==> config.mk <==
export PLATFORM = sky130hd
export DESIGN_NAME = lcd_horizontal_timing_shadows
export DESIGN_NICKNAME = d
export VERILOG_FILES = /design/src/include/hshadow_pkg.sv /design/src/rtl/shadow_bank.sv /design/src/rtl/lcd_horizontal_timing_shadows.sv
export SDC_FILE = /design/constraint.sdc
export NUM_CORES = 1
export LEC_CHECK = 0
export BUFFER_PORTS_ARGS = -buffer_cell sky130_fd_sc_hd__buf_2
export CAP_MARGIN = 20
export CORE_MARGIN = 2
export CORE_UTILIZATION = 37
export DETAILED_ROUTE_END_ITERATION = 8
export SYNTH_ARGS = -nofsm -noshare
export SYNTH_HDL_FRONTEND = slang
export SYNTH_SLANG_ARGS = --single-unit
export TNS_END_PERCENT = 50
==> constraint.sdc <==
create_clock -name mclk -period 1.3 [get_ports mclk]
set_input_delay 0.065 -clock mclk [delete_from_list [all_inputs] [get_ports mclk]]
set_output_delay 0.065 -clock mclk [all_outputs]
set_load 0.005 [all_outputs]
==> src/include/hshadow_pkg.sv <==
// Purpose: Shared constants and types for the panel horizontal timing shadow banks
// Assumes: Indexed extension port with 8-bit index and 8-bit data
// Notes:   All shadow fields reset to zero; reserved bits read as zero
package hshadow_pkg;

  // Data width of the indexed extension port
  localparam int REG_W = 8;

  // Indexes of the shadow registers within a bank
  localparam logic [7:0] IDX_HTOTAL       = 8'h00;
  localparam logic [7:0] IDX_HBLANK_START = 8'h02;
  localparam logic [7:0] IDX_HBLANK_END   = 8'h03;
  localparam logic [7:0] IDX_HSYNC_START  = 8'h04;
  localparam logic [7:0] IDX_HSYNC_END    = 8'h05;

  // Codes of shadow_bank_select that open each bank
  localparam logic [1:0] BANK_SEL_A = 2'h2;
  localparam logic [1:0] BANK_SEL_B = 2'h3;

  // Field positions
  localparam int HBE_LO_MSB  = 4;
  localparam int HSE_MSB     = 4;
  localparam int HBE_HI_POS  = 7;
  localparam int HBE_MSB     = 5;

  // Reset values
  localparam logic [7:0] SHADOW_RST8 = 8'h00;
  localparam logic [5:0] SHADOW_RST6 = 6'h00;
  localparam logic [4:0] SHADOW_RST5 = 5'h00;

  // One set of horizontal timing values
  typedef struct packed {
    logic [7:0] htotal;
    logic [7:0] hblank_start;
    logic [5:0] hblank_end;
    logic [7:0] hsync_start;
    logic [4:0] hsync_end;
  } h_timing_type;

  // One access on the indexed extension port
  typedef struct packed {
    logic       wr;
    logic       rd;
    logic [7:0] index;
    logic [7:0] wdata;
  } io_req_type;

  // Source of the timing values handed to the timing generator
  typedef enum logic [1:0] {
    SRC_STD,
    SRC_BANK_A,
    SRC_BANK_B
  } timing_src_type;

  // True when the index names a shadow register
  function automatic logic idx_mapped(input logic [7:0] idx);
    return (idx == IDX_HTOTAL) || (idx == IDX_HBLANK_START) || (idx == IDX_HBLANK_END) ||
           (idx == IDX_HSYNC_START) || (idx == IDX_HSYNC_END);
  endfunction

endpackage

==> src/rtl/shadow_bank.sv <==
// Purpose: One bank of five horizontal timing shadow registers
// Assumes: Access is gated by the bank select code given as a parameter
// Notes:   Read data is combinational; the caller registers it
`timescale 1ns/100ps
module shadow_bank import hshadow_pkg::*; #(
  parameter logic [1:0] SEL_CODE = BANK_SEL_A
) (
  input  wire logic       mclk,
  input  wire logic       rst,
  input  io_req_type      io_req,
  input  wire logic [1:0] shadow_bank_select,
  output h_timing_type    bank_vals,
  output logic [7:0]      rd_data,
  output logic            rd_hit
);

  // Refuse codes that open no bank
  if (SEL_CODE != BANK_SEL_A && SEL_CODE != BANK_SEL_B) begin : g_bad_code
    $error("shadow_bank: SEL_CODE must open bank a or bank b");
  end

  h_timing_type bank_q;
  h_timing_type bank_d;
  logic         open_w;

  // Bank answers only while its select code is held
  assign open_w = (shadow_bank_select == SEL_CODE);
  assign rd_hit = open_w && io_req.rd && idx_mapped(io_req.index);
  assign bank_vals = bank_q;

  // Next values of the shadow registers
  always_comb begin
    bank_d = bank_q;
    if (open_w && io_req.wr) begin
      unique case (io_req.index)
        IDX_HTOTAL:       bank_d.htotal = io_req.wdata;
        IDX_HBLANK_START: bank_d.hblank_start = io_req.wdata;
        IDX_HBLANK_END:   bank_d.hblank_end[HBE_LO_MSB:0] = io_req.wdata[HBE_LO_MSB:0];
        IDX_HSYNC_START:  bank_d.hsync_start = io_req.wdata;
        IDX_HSYNC_END: begin
          bank_d.hblank_end[HBE_MSB] = io_req.wdata[HBE_HI_POS];
          bank_d.hsync_end = io_req.wdata[HSE_MSB:0];
        end
        default: bank_d = bank_q;
      endcase
    end
  end

  // Read mux; reserved bits read zero
  always_comb begin
    unique case (io_req.index)
      IDX_HTOTAL:       rd_data = bank_q.htotal;
      IDX_HBLANK_START: rd_data = bank_q.hblank_start;
      IDX_HBLANK_END:   rd_data = {3'h0, bank_q.hblank_end[HBE_LO_MSB:0]};
      IDX_HSYNC_START:  rd_data = bank_q.hsync_start;
      IDX_HSYNC_END:    rd_data = {bank_q.hblank_end[HBE_MSB], 2'h0, bank_q.hsync_end};
      default:          rd_data = 8'h00;
    endcase
  end

  // Register the bank
  always_ff @(posedge mclk) begin
    if (rst) begin
      bank_q <= '{htotal: SHADOW_RST8, hblank_start: SHADOW_RST8, hblank_end: SHADOW_RST6,
                  hsync_start: SHADOW_RST8, hsync_end: SHADOW_RST5};
    end else begin
      bank_q <= bank_d;
    end
  end

endmodule

==> src/rtl/lcd_horizontal_timing_shadows.sv <==
// Purpose: Panel horizontal timing shadow banks and the selector that replaces standard values
// Assumes: mclk is the video clock; line_start pulses once per line; all inputs synchronous
// Notes:   Selected timing is latched at line_start so a line never mixes two sources
//
// What this block does
// - Bank A is read and written only while shadow_bank_select is binary 10.
// - Bank B is read and written only while shadow_bank_select is binary 11.
// - Divide bit 0 uses bank A blanking start instead of the standard one.
// - Blanking end is six bits; register gives low five, bits 7:5 reserved.
// - Bank A blanking end top bit comes from its sync end register bit 7.
// - Divide bit 0 uses bank A sync start instead of the standard one.
// - Divide bit 0 uses bank A sync end bits 4:0; bits 6:5 reserved.
// - Divide bit 1 uses bank B horizontal total instead of the standard one.
// - Divide bit 1 uses bank B blanking start instead of the standard one.
// - Divide bit 1 uses bank B blanking end bits 4:0; bits 7:5 reserved.
// - Bank B blanking end top bit comes from its sync end register bit 7.
// - Divide bit 1 uses bank B sync start instead of the standard one.
// - Panel timing comes from the shadows whatever standard display mode is set.
// - Shadows apply automatically for 640x480 and 800x600 panels at any resolution.
// - Divide bit 0 uses bank A horizontal total instead of the standard one.
`timescale 1ns/100ps
module lcd_horizontal_timing_shadows import hshadow_pkg::*; #(
  parameter int DATA_W = REG_W
) (
  input  wire logic       mclk,
  input  wire logic       rst,
  input  io_req_type      io_req,
  input  wire logic [1:0] shadow_bank_select,
  input  wire logic       clock_divide_bit,
  input  wire logic       lcd_active,
  input  wire logic       panel_supported,
  input  wire logic       line_start,
  input  h_timing_type    std_timing,
  output logic [7:0]      io_rdata,
  output logic            io_rd_valid,
  output h_timing_type    timing,
  output timing_src_type  timing_src
);

  // Refuse a port width the registers cannot serve
  if (DATA_W != REG_W) begin : g_bad_width
    $error("lcd_horizontal_timing_shadows: DATA_W must equal the register width");
  end

  h_timing_type   bank_a_vals;
  h_timing_type   bank_b_vals;
  logic [7:0]     rd_a;
  logic [7:0]     rd_b;
  logic           hit_a;
  logic           hit_b;

  logic [7:0]     io_rdata_q;
  logic [7:0]     io_rdata_d;
  logic           io_rd_valid_q;
  logic           io_rd_valid_d;
  h_timing_type   timing_q;
  h_timing_type   timing_d;
  timing_src_type timing_src_q;
  timing_src_type timing_src_d;
  timing_src_type src_next;

  // First bank, open on select code 10
  shadow_bank #(
    .SEL_CODE (BANK_SEL_A)
  ) u_bank_a (
    .mclk               (mclk),
    .rst                (rst),
    .io_req             (io_req),
    .shadow_bank_select (shadow_bank_select),
    .bank_vals          (bank_a_vals),
    .rd_data            (rd_a),
    .rd_hit             (hit_a)
  );

  // Second bank, open on select code 11
  shadow_bank #(
    .SEL_CODE (BANK_SEL_B)
  ) u_bank_b (
    .mclk               (mclk),
    .rst                (rst),
    .io_req             (io_req),
    .shadow_bank_select (shadow_bank_select),
    .bank_vals          (bank_b_vals),
    .rd_data            (rd_b),
    .rd_hit             (hit_b)
  );

  // Read answer: one cycle after the read, zero when no bank is open
  always_comb begin
    io_rd_valid_d = io_req.rd;
    io_rdata_d    = 8'h00;
    if (hit_a) begin
      io_rdata_d = rd_a;
    end else if (hit_b) begin
      io_rdata_d = rd_b;
    end
  end

  always_ff @(posedge mclk) begin
    if (rst) begin
      io_rdata_q    <= 8'h00;
      io_rd_valid_q <= 1'b0;
    end else begin
      io_rdata_q    <= io_rdata_d;
      io_rd_valid_q <= io_rd_valid_d;
    end
  end

  // Source choice: shadows for supported panels, whatever the standard mode
  always_comb begin
    src_next = SRC_STD;
    if (lcd_active && panel_supported) begin
      src_next = clock_divide_bit ? SRC_BANK_B : SRC_BANK_A;
    end
  end

  // Single mux, latched only at a line boundary
  always_comb begin
    timing_src_d = timing_src_q;
    timing_d     = timing_q;
    if (line_start) begin
      timing_src_d = src_next;
      unique case (src_next)
        SRC_BANK_A: timing_d = bank_a_vals;
        SRC_BANK_B: timing_d = bank_b_vals;
        SRC_STD:    timing_d = std_timing;
      endcase
    end
  end

  always_ff @(posedge mclk) begin
    if (rst) begin
      timing_src_q <= SRC_STD;
      timing_q     <= '{htotal: SHADOW_RST8, hblank_start: SHADOW_RST8, hblank_end: SHADOW_RST6,
                        hsync_start: SHADOW_RST8, hsync_end: SHADOW_RST5};
    end else begin
      timing_src_q <= timing_src_d;
      timing_q     <= timing_d;
    end
  end

  // Outputs straight from flip-flops
  assign io_rdata    = io_rdata_q;
  assign io_rd_valid = io_rd_valid_q;
  assign timing      = timing_q;
  assign timing_src  = timing_src_q;

  // A write with select 10 lands in bank A only
  property p_write_bank_a;
    @(posedge mclk) disable iff (rst)
      (io_req.wr && shadow_bank_select == BANK_SEL_A && io_req.index == IDX_HBLANK_START)
      |=> (bank_a_vals.hblank_start == $past(io_req.wdata)) && $stable(bank_b_vals);
  endproperty
  a_write_bank_a: assert property (p_write_bank_a)
    else $error("bank a write not taken or leaked to bank b");

  // A write with select 11 lands in bank B only
  property p_write_bank_b;
    @(posedge mclk) disable iff (rst)
      (io_req.wr && shadow_bank_select == BANK_SEL_B && io_req.index == IDX_HTOTAL)
      |=> (bank_b_vals.htotal == $past(io_req.wdata)) && $stable(bank_a_vals);
  endproperty
  a_write_bank_b: assert property (p_write_bank_b)
    else $error("bank b write not taken or leaked to bank a");

  // With neither code, no bank changes and reads return zero
  property p_closed;
    @(posedge mclk) disable iff (rst)
      (shadow_bank_select[1] == 1'b0)
      |=> $stable(bank_a_vals) && $stable(bank_b_vals) && (io_rdata_q == 8'h00);
  endproperty
  a_closed: assert property (p_closed)
    else $error("shadow bank reached without a valid select code");

  // Blanking end register reads its reserved top bits as zero
  property p_hbe_reserved;
    @(posedge mclk) disable iff (rst)
      (io_req.rd && io_req.index == IDX_HBLANK_END) |=> io_rd_valid_q && (io_rdata_q[7:5] == 3'h0);
  endproperty
  a_hbe_reserved: assert property (p_hbe_reserved)
    else $error("blanking end reserved bits read nonzero");

  // Sync end register bit 7 writes blanking end bit 5 of bank A
  property p_hbe_msb_a;
    @(posedge mclk) disable iff (rst)
      (io_req.wr && shadow_bank_select == BANK_SEL_A && io_req.index == IDX_HSYNC_END)
      |=> (bank_a_vals.hblank_end[HBE_MSB] == $past(io_req.wdata[HBE_HI_POS]))
          && (bank_a_vals.hsync_end == $past(io_req.wdata[HSE_MSB:0]));
  endproperty
  a_hbe_msb_a: assert property (p_hbe_msb_a)
    else $error("bank a blanking end msb not from sync end bit 7");

  // Sync end register bit 7 writes blanking end bit 5 of bank B
  property p_hbe_msb_b;
    @(posedge mclk) disable iff (rst)
      (io_req.wr && shadow_bank_select == BANK_SEL_B && io_req.index == IDX_HSYNC_END)
      ##1 (io_req.rd && shadow_bank_select == BANK_SEL_B && io_req.index == IDX_HSYNC_END)
      |=> io_rdata_q == {$past(io_req.wdata[HBE_HI_POS], 2), 2'h0, $past(io_req.wdata[HSE_MSB:0], 2)};
  endproperty
  a_hbe_msb_b: assert property (p_hbe_msb_b)
    else $error("bank b sync end readback wrong");

  // Divide bit 0 on a panel loads every bank A field at the line boundary
  property p_use_bank_a;
    @(posedge mclk) disable iff (rst)
      (line_start && lcd_active && panel_supported && !clock_divide_bit)
      |=> (timing_q == $past(bank_a_vals)) && (timing_src_q == SRC_BANK_A);
  endproperty
  a_use_bank_a: assert property (p_use_bank_a)
    else $error("bank a values not applied with divide bit 0");

  // Divide bit 1 on a panel loads bank B total, sync start and blanking end at the line boundary
  property p_use_bank_b;
    @(posedge mclk) disable iff (rst)
      (line_start && lcd_active && panel_supported && clock_divide_bit)
      |=> (timing_q.htotal == $past(bank_b_vals.htotal))
          && (timing_q.hsync_start == $past(bank_b_vals.hsync_start))
          && (timing_q.hblank_end == $past(bank_b_vals.hblank_end));
  endproperty
  a_use_bank_b: assert property (p_use_bank_b)
    else $error("bank b values not applied with divide bit 1");

  // Without a supported panel the standard values pass through
  property p_use_std;
    @(posedge mclk) disable iff (rst)
      (line_start && !(lcd_active && panel_supported))
      |=> (timing_q == $past(std_timing)) && (timing_src_q == SRC_STD);
  endproperty
  a_use_std: assert property (p_use_std)
    else $error("standard values not used off panel");

  // Between line boundaries the applied timing holds still
  property p_hold_in_line;
    @(posedge mclk) disable iff (rst)
      !line_start |=> $stable(timing_q) && $stable(timing_src_q);
  endproperty
  a_hold_in_line: assert property (p_hold_in_line)
    else $error("timing changed away from a line boundary");

  // A bank A read returns that bank's register one cycle later
  property p_read_bank_a;
    @(posedge mclk) disable iff (rst)
      (io_req.rd && shadow_bank_select == BANK_SEL_A && io_req.index == IDX_HSYNC_START)
      |=> io_rdata_q == $past(bank_a_vals.hsync_start);
  endproperty
  a_read_bank_a: assert property (p_read_bank_a)
    else $error("bank a read data wrong");

  // A bank B read returns that bank's register one cycle later
  property p_read_bank_b;
    @(posedge mclk) disable iff (rst)
      (io_req.rd && shadow_bank_select == BANK_SEL_B && io_req.index == IDX_HBLANK_START)
      |=> io_rdata_q == $past(bank_b_vals.hblank_start);
  endproperty
  a_read_bank_b: assert property (p_read_bank_b)
    else $error("bank b read data wrong");

  // Every read is answered by a valid pulse
  property p_rd_valid_rise;
    @(posedge mclk) disable iff (rst)
      io_req.rd |=> io_rd_valid_q;
  endproperty
  a_rd_valid_rise: assert property (p_rd_valid_rise)
    else $error("read not answered");

  // No valid pulse without a read
  property p_rd_valid_fall;
    @(posedge mclk) disable iff (rst)
      !io_req.rd |=> !io_rd_valid_q;
  endproperty
  a_rd_valid_fall: assert property (p_rd_valid_fall)
    else $error("read valid without a read");

  // Blanking end register writes only the low five bits
  property p_hbe_low_write;
    @(posedge mclk) disable iff (rst)
      (io_req.wr && shadow_bank_select == BANK_SEL_A && io_req.index == IDX_HBLANK_END)
      |=> (bank_a_vals.hblank_end[HBE_LO_MSB:0] == $past(io_req.wdata[HBE_LO_MSB:0]))
          && $stable(bank_a_vals.hblank_end[HBE_MSB]);
  endproperty
  a_hbe_low_write: assert property (p_hbe_low_write)
    else $error("blanking end low write wrong");

  // Sync end register reads its reserved bits as zero
  property p_hse_reserved;
    @(posedge mclk) disable iff (rst)
      (io_req.rd && io_req.index == IDX_HSYNC_END) |=> io_rdata_q[6:5] == 2'h0;
  endproperty
  a_hse_reserved: assert property (p_hse_reserved)
    else $error("sync end reserved bits read nonzero");

  // Writes to an unmapped index change no bank
  property p_unmapped_write;
    @(posedge mclk) disable iff (rst)
      (io_req.wr && !idx_mapped(io_req.index))
      |=> $stable(bank_a_vals) && $stable(bank_b_vals);
  endproperty
  a_unmapped_write: assert property (p_unmapped_write)
    else $error("unmapped write changed a bank");

  // A supported panel always takes a shadow bank
  property p_shadow_any_mode;
    @(posedge mclk) disable iff (rst)
      (line_start && lcd_active && panel_supported)
      |=> timing_src_q != SRC_STD;
  endproperty
  a_shadow_any_mode: assert property (p_shadow_any_mode)
    else $error("standard values used on a panel");

  // Divide bit 0 takes the bank A total
  property p_htotal_a;
    @(posedge mclk) disable iff (rst)
      (line_start && lcd_active && panel_supported && !clock_divide_bit)
      |=> timing_q.htotal == $past(bank_a_vals.htotal);
  endproperty
  a_htotal_a: assert property (p_htotal_a)
    else $error("bank a total not applied");

  // Divide bit 0 takes the bank A sync start
  property p_bank_a_sync;
    @(posedge mclk) disable iff (rst)
      (line_start && lcd_active && panel_supported && !clock_divide_bit)
      |=> timing_q.hsync_start == $past(bank_a_vals.hsync_start);
  endproperty
  a_bank_a_sync: assert property (p_bank_a_sync)
    else $error("bank a sync start not applied");

  // Divide bit 1 takes bank B blanking start and source code
  property p_bank_b_rest;
    @(posedge mclk) disable iff (rst)
      (line_start && lcd_active && panel_supported && clock_divide_bit)
      |=> (timing_src_q == SRC_BANK_B)
          && (timing_q.hblank_start == $past(bank_b_vals.hblank_start));
  endproperty
  a_bank_b_rest: assert property (p_bank_b_rest)
    else $error("bank b blanking start not applied");

  // Reset leaves standard source and a quiet read port
  property p_reset_state;
    @(posedge mclk)
      rst |=> (timing_src_q == SRC_STD) && !io_rd_valid_q && (io_rdata_q == 8'h00);
  endproperty
  a_reset_state: assert property (p_reset_state)
    else $error("outputs not idle after reset");

endmodule

==> run summary <==
WL/cell = 17.1 um
Postcts setup bufs = 0
Max-cap violations = 0
Non-filler cells, final = 952
Fin. Hold Viols = 0
Comb power frac = 9.3%
Antenna fix cells = 0
Core Region = 15000 um^2
Ranking of synthesized cells by area = dfxtp_1 41%, mux2i_1 22%, nand2b_1 7.0%
Top-area cell type share of the netlist area = 41.4%
Top FF cell, synth = dfxtp_1
Sequential-to-total area share from yosys stat = 41.4%
Peak VDD IR = 1.02 mV
CTS Buffer Depth = 2
ANT nets after route = 0
CTS Buf Count = 17
Critical Path End Type = flop
Synthesized flop and latch total = 116
Post-synth EDFFs = 0
DPL Wire Length = 11.5 mm
Net Sw Frac = 22.3%
Worst-skew pair later-pin latency = 0.42 ns
Maximum clock frequency = 791 MHz
Hold WS = 0.0115 ns
Synth cell count leaders = 121 x mux2i_1, 116 x dfxtp_1, 63 x nand2b_1
Synthesis-to-finish area growth = 34.6%
CTS Root Cell = clkbuf_16
GRT Overall Usage = 20.2%
CTS H-tree lvls = 4
Fraction of registers with async set/reset = 0%
GRT overflow = 0
IO Port Bufs = 106
P_int = 7.02 mW
Clock share of power = 50.1%
Pins Over Slew Limit = 0
CTS clock-pin slew for the worst setup and hold paths = 0.06 ns
Area leader, netlist = dfxtp_1
CTS Sinks = 116
WP data arrival = 1.57 ns
Final Util = 50.3%
Die W = 127 um
Clock period minus worst slack = 1.26 ns
Number of global-route vias before repair = 4879
Placed Cells = 884
Design Area, Final = 7560 um^2
Crit-path slowest cell = dfxtp_1
Synth Warn # = 0
Status = finished clean
Worst hold path class = primary input to flop
Drt pass-1 iters = 5
Syn Nets = 662
Synth cell types = 39
Switch Pwr = 2.02 mW
Die H = 127 um
1st-iter DRT viols = 329
Largest stage delay, worst path = 0.33 ns
Seq pwr share = 40.6%
Row count = 45
Layout Nets = 815
Pin count of the biggest net entering global routing = 116
Initial core utilization = 37.3%
Die ar. = 16200 um^2
Ratio of cells with drive above 1 in the final layout = 26.3%
Dpl cell area = 6600 um^2
Pwr dens = 1200 nW/um^2
Final setup fails = 0
Final WL = 16.3 mm
Critical path peak fanout = 3
Initial antenna violation count = 0
Total number of vias = 4969
DR vias/cell = 5.22
Mean Syn Cell Area = 9.34 um^2
Critical Path Source Type = flop
Worst Skew = 0.00982 ns
Cell with the most instances after synthesis = mux2i_1
Crit path cell chain = mux2_2 -> a22oi_1 -> nor2_1 -> o221a_2
Cells after synthesis = 601
Lkg Pwr = 3.58 nW
# IOs = 107
Max_slew headroom = 65.6%
CP required = 1.61 ns
CTS tree = built
Final period util = 97.3%
Gpl congestion = 0.933
Worst Tran Pin Value = 0.517 ns
Post-Syn Area = 5610 um^2
Unrepaired setup endpoints after global routing = false
Drt drc = 0
Setup CP Type = flop to flop
First-pass GRT wire length = 25.6 mm
## per-layer routing
layer	vias up	global-route usage (%)	wire length (um)
met3	27	3.48	673
met2	136	32.3	7490
li1	2433	-	-
met4	0	8.92	421
met1	2373	27.0	7710
met5	-	0	0
## final timing paths
| kind | endpoint | slack [ns] | start | cells past startpoint |
|---|---|---|---|---|
| max | io_rdata[0]$_SDFF_PP0_ | 0.04 | u_bank_b.bank_vals[13]$_SDFFE_PP0P_ | 4 |
| min | timing[31]$_SDFFE_PP0P_ | 0.01 | std_timing[31] | 3 |
| max reg2reg | io_rdata[0]$_SDFF_PP0_ | 0.04 | u_bank_b.bank_vals[13]$_SDFFE_PP0P_ | 4 |
| min reg2reg | timing[25]$_SDFFE_PP0P_ | 0.47 | timing[25]$_SDFFE_PP0P_ | 2 |
## registers in the layout (all words and copies together), names as in the netlist
signal	cells
u_bank_a.bank_vals	35
io_rdata	8
io_rd_valid	1
timing	35
u_bank_b.bank_vals	35
timing_src	2
## cell type report
class                           count  area (um^2)
Tap cell                          188          235
Timing Repair Buffer              189         1380
Sequential cell                   116         2320
Multi-Input combinational cell    430         3050
Clock inverter                      5         75.1
Fill cell                        1372         7480
Clock buffer                       24          492
## power by group through the flow
stage	clock network, mW	registers [mW]	logic (mW)
finish	4.53	3.67	0.841
global placement	0	3.73	0.735
CTS	4.59	3.67	0.840
global route	4.73	3.67	0.915
detailed placement	0	3.74	0.749
floorplan	0	3.74	0.423
## worst max-delay path: cells and delay by family, from the launching register on
kind	cells	cell delay, ns
flops	1	0.33
simple gates	1	0.07
mux	1	0.27
compound gates	2	0.49
## cells by family (layout without fill, tap and decap cells)
kind of cell,Yosys count,count (layout),share of synthesized area (%)
simple gates,192,192,18.2
mux,131,131,23.6
flops,116,116,41.4
compound gates,107,107,12.6
buf+inv,55,218,4.30
## metrics by stage
step | power, mW | setup WS [ns] | setup TNS (ns)
5_1_grt | 9.32 | 0.0182 | 0
4_1_cts | 9.10 | 0.00592 | 0
3_5_place_dp | 4.49 | -0.176 | -5.50
2_1_floorplan | 4.17 | 0.0101 | 0
3_3_place_gp | 4.47 | -0.147 | -3.96
6_report | 9.04 | 0.0357 | 0
## repair_timing
item / CTS / global route
hold buffers: 39 / 0
endpoints found under the setup margin: 0 / 8
hold endpoints to repair: 47 / 0
gates resized for setup: 0 / 2
## cell usage in the layout (no fill, tap or decap), types with 3 or more instances in the layout
cell / count
a21oi_1: 39
a22oi_1: 10
buf_12: 10
buf_2: 105
buf_4: 35
clkbuf_1: 3
clkbuf_16: 17
clkbuf_8: 4
clkinv_2: 3
dfxtp_1: 116
dlygate4sd3_1: 39
mux2_2: 10
mux2i_1: 121
nand2_1: 37
nand2b_1: 63
nand3_1: 4
nand4_1: 4
nand4_2: 3
nor2_1: 60
nor2b_1: 3
o211ai_1: 39
o21ai_0: 5
o221a_2: 4
o22ai_1: 5
Note: power is estimated with default switching activity, not from simulation.
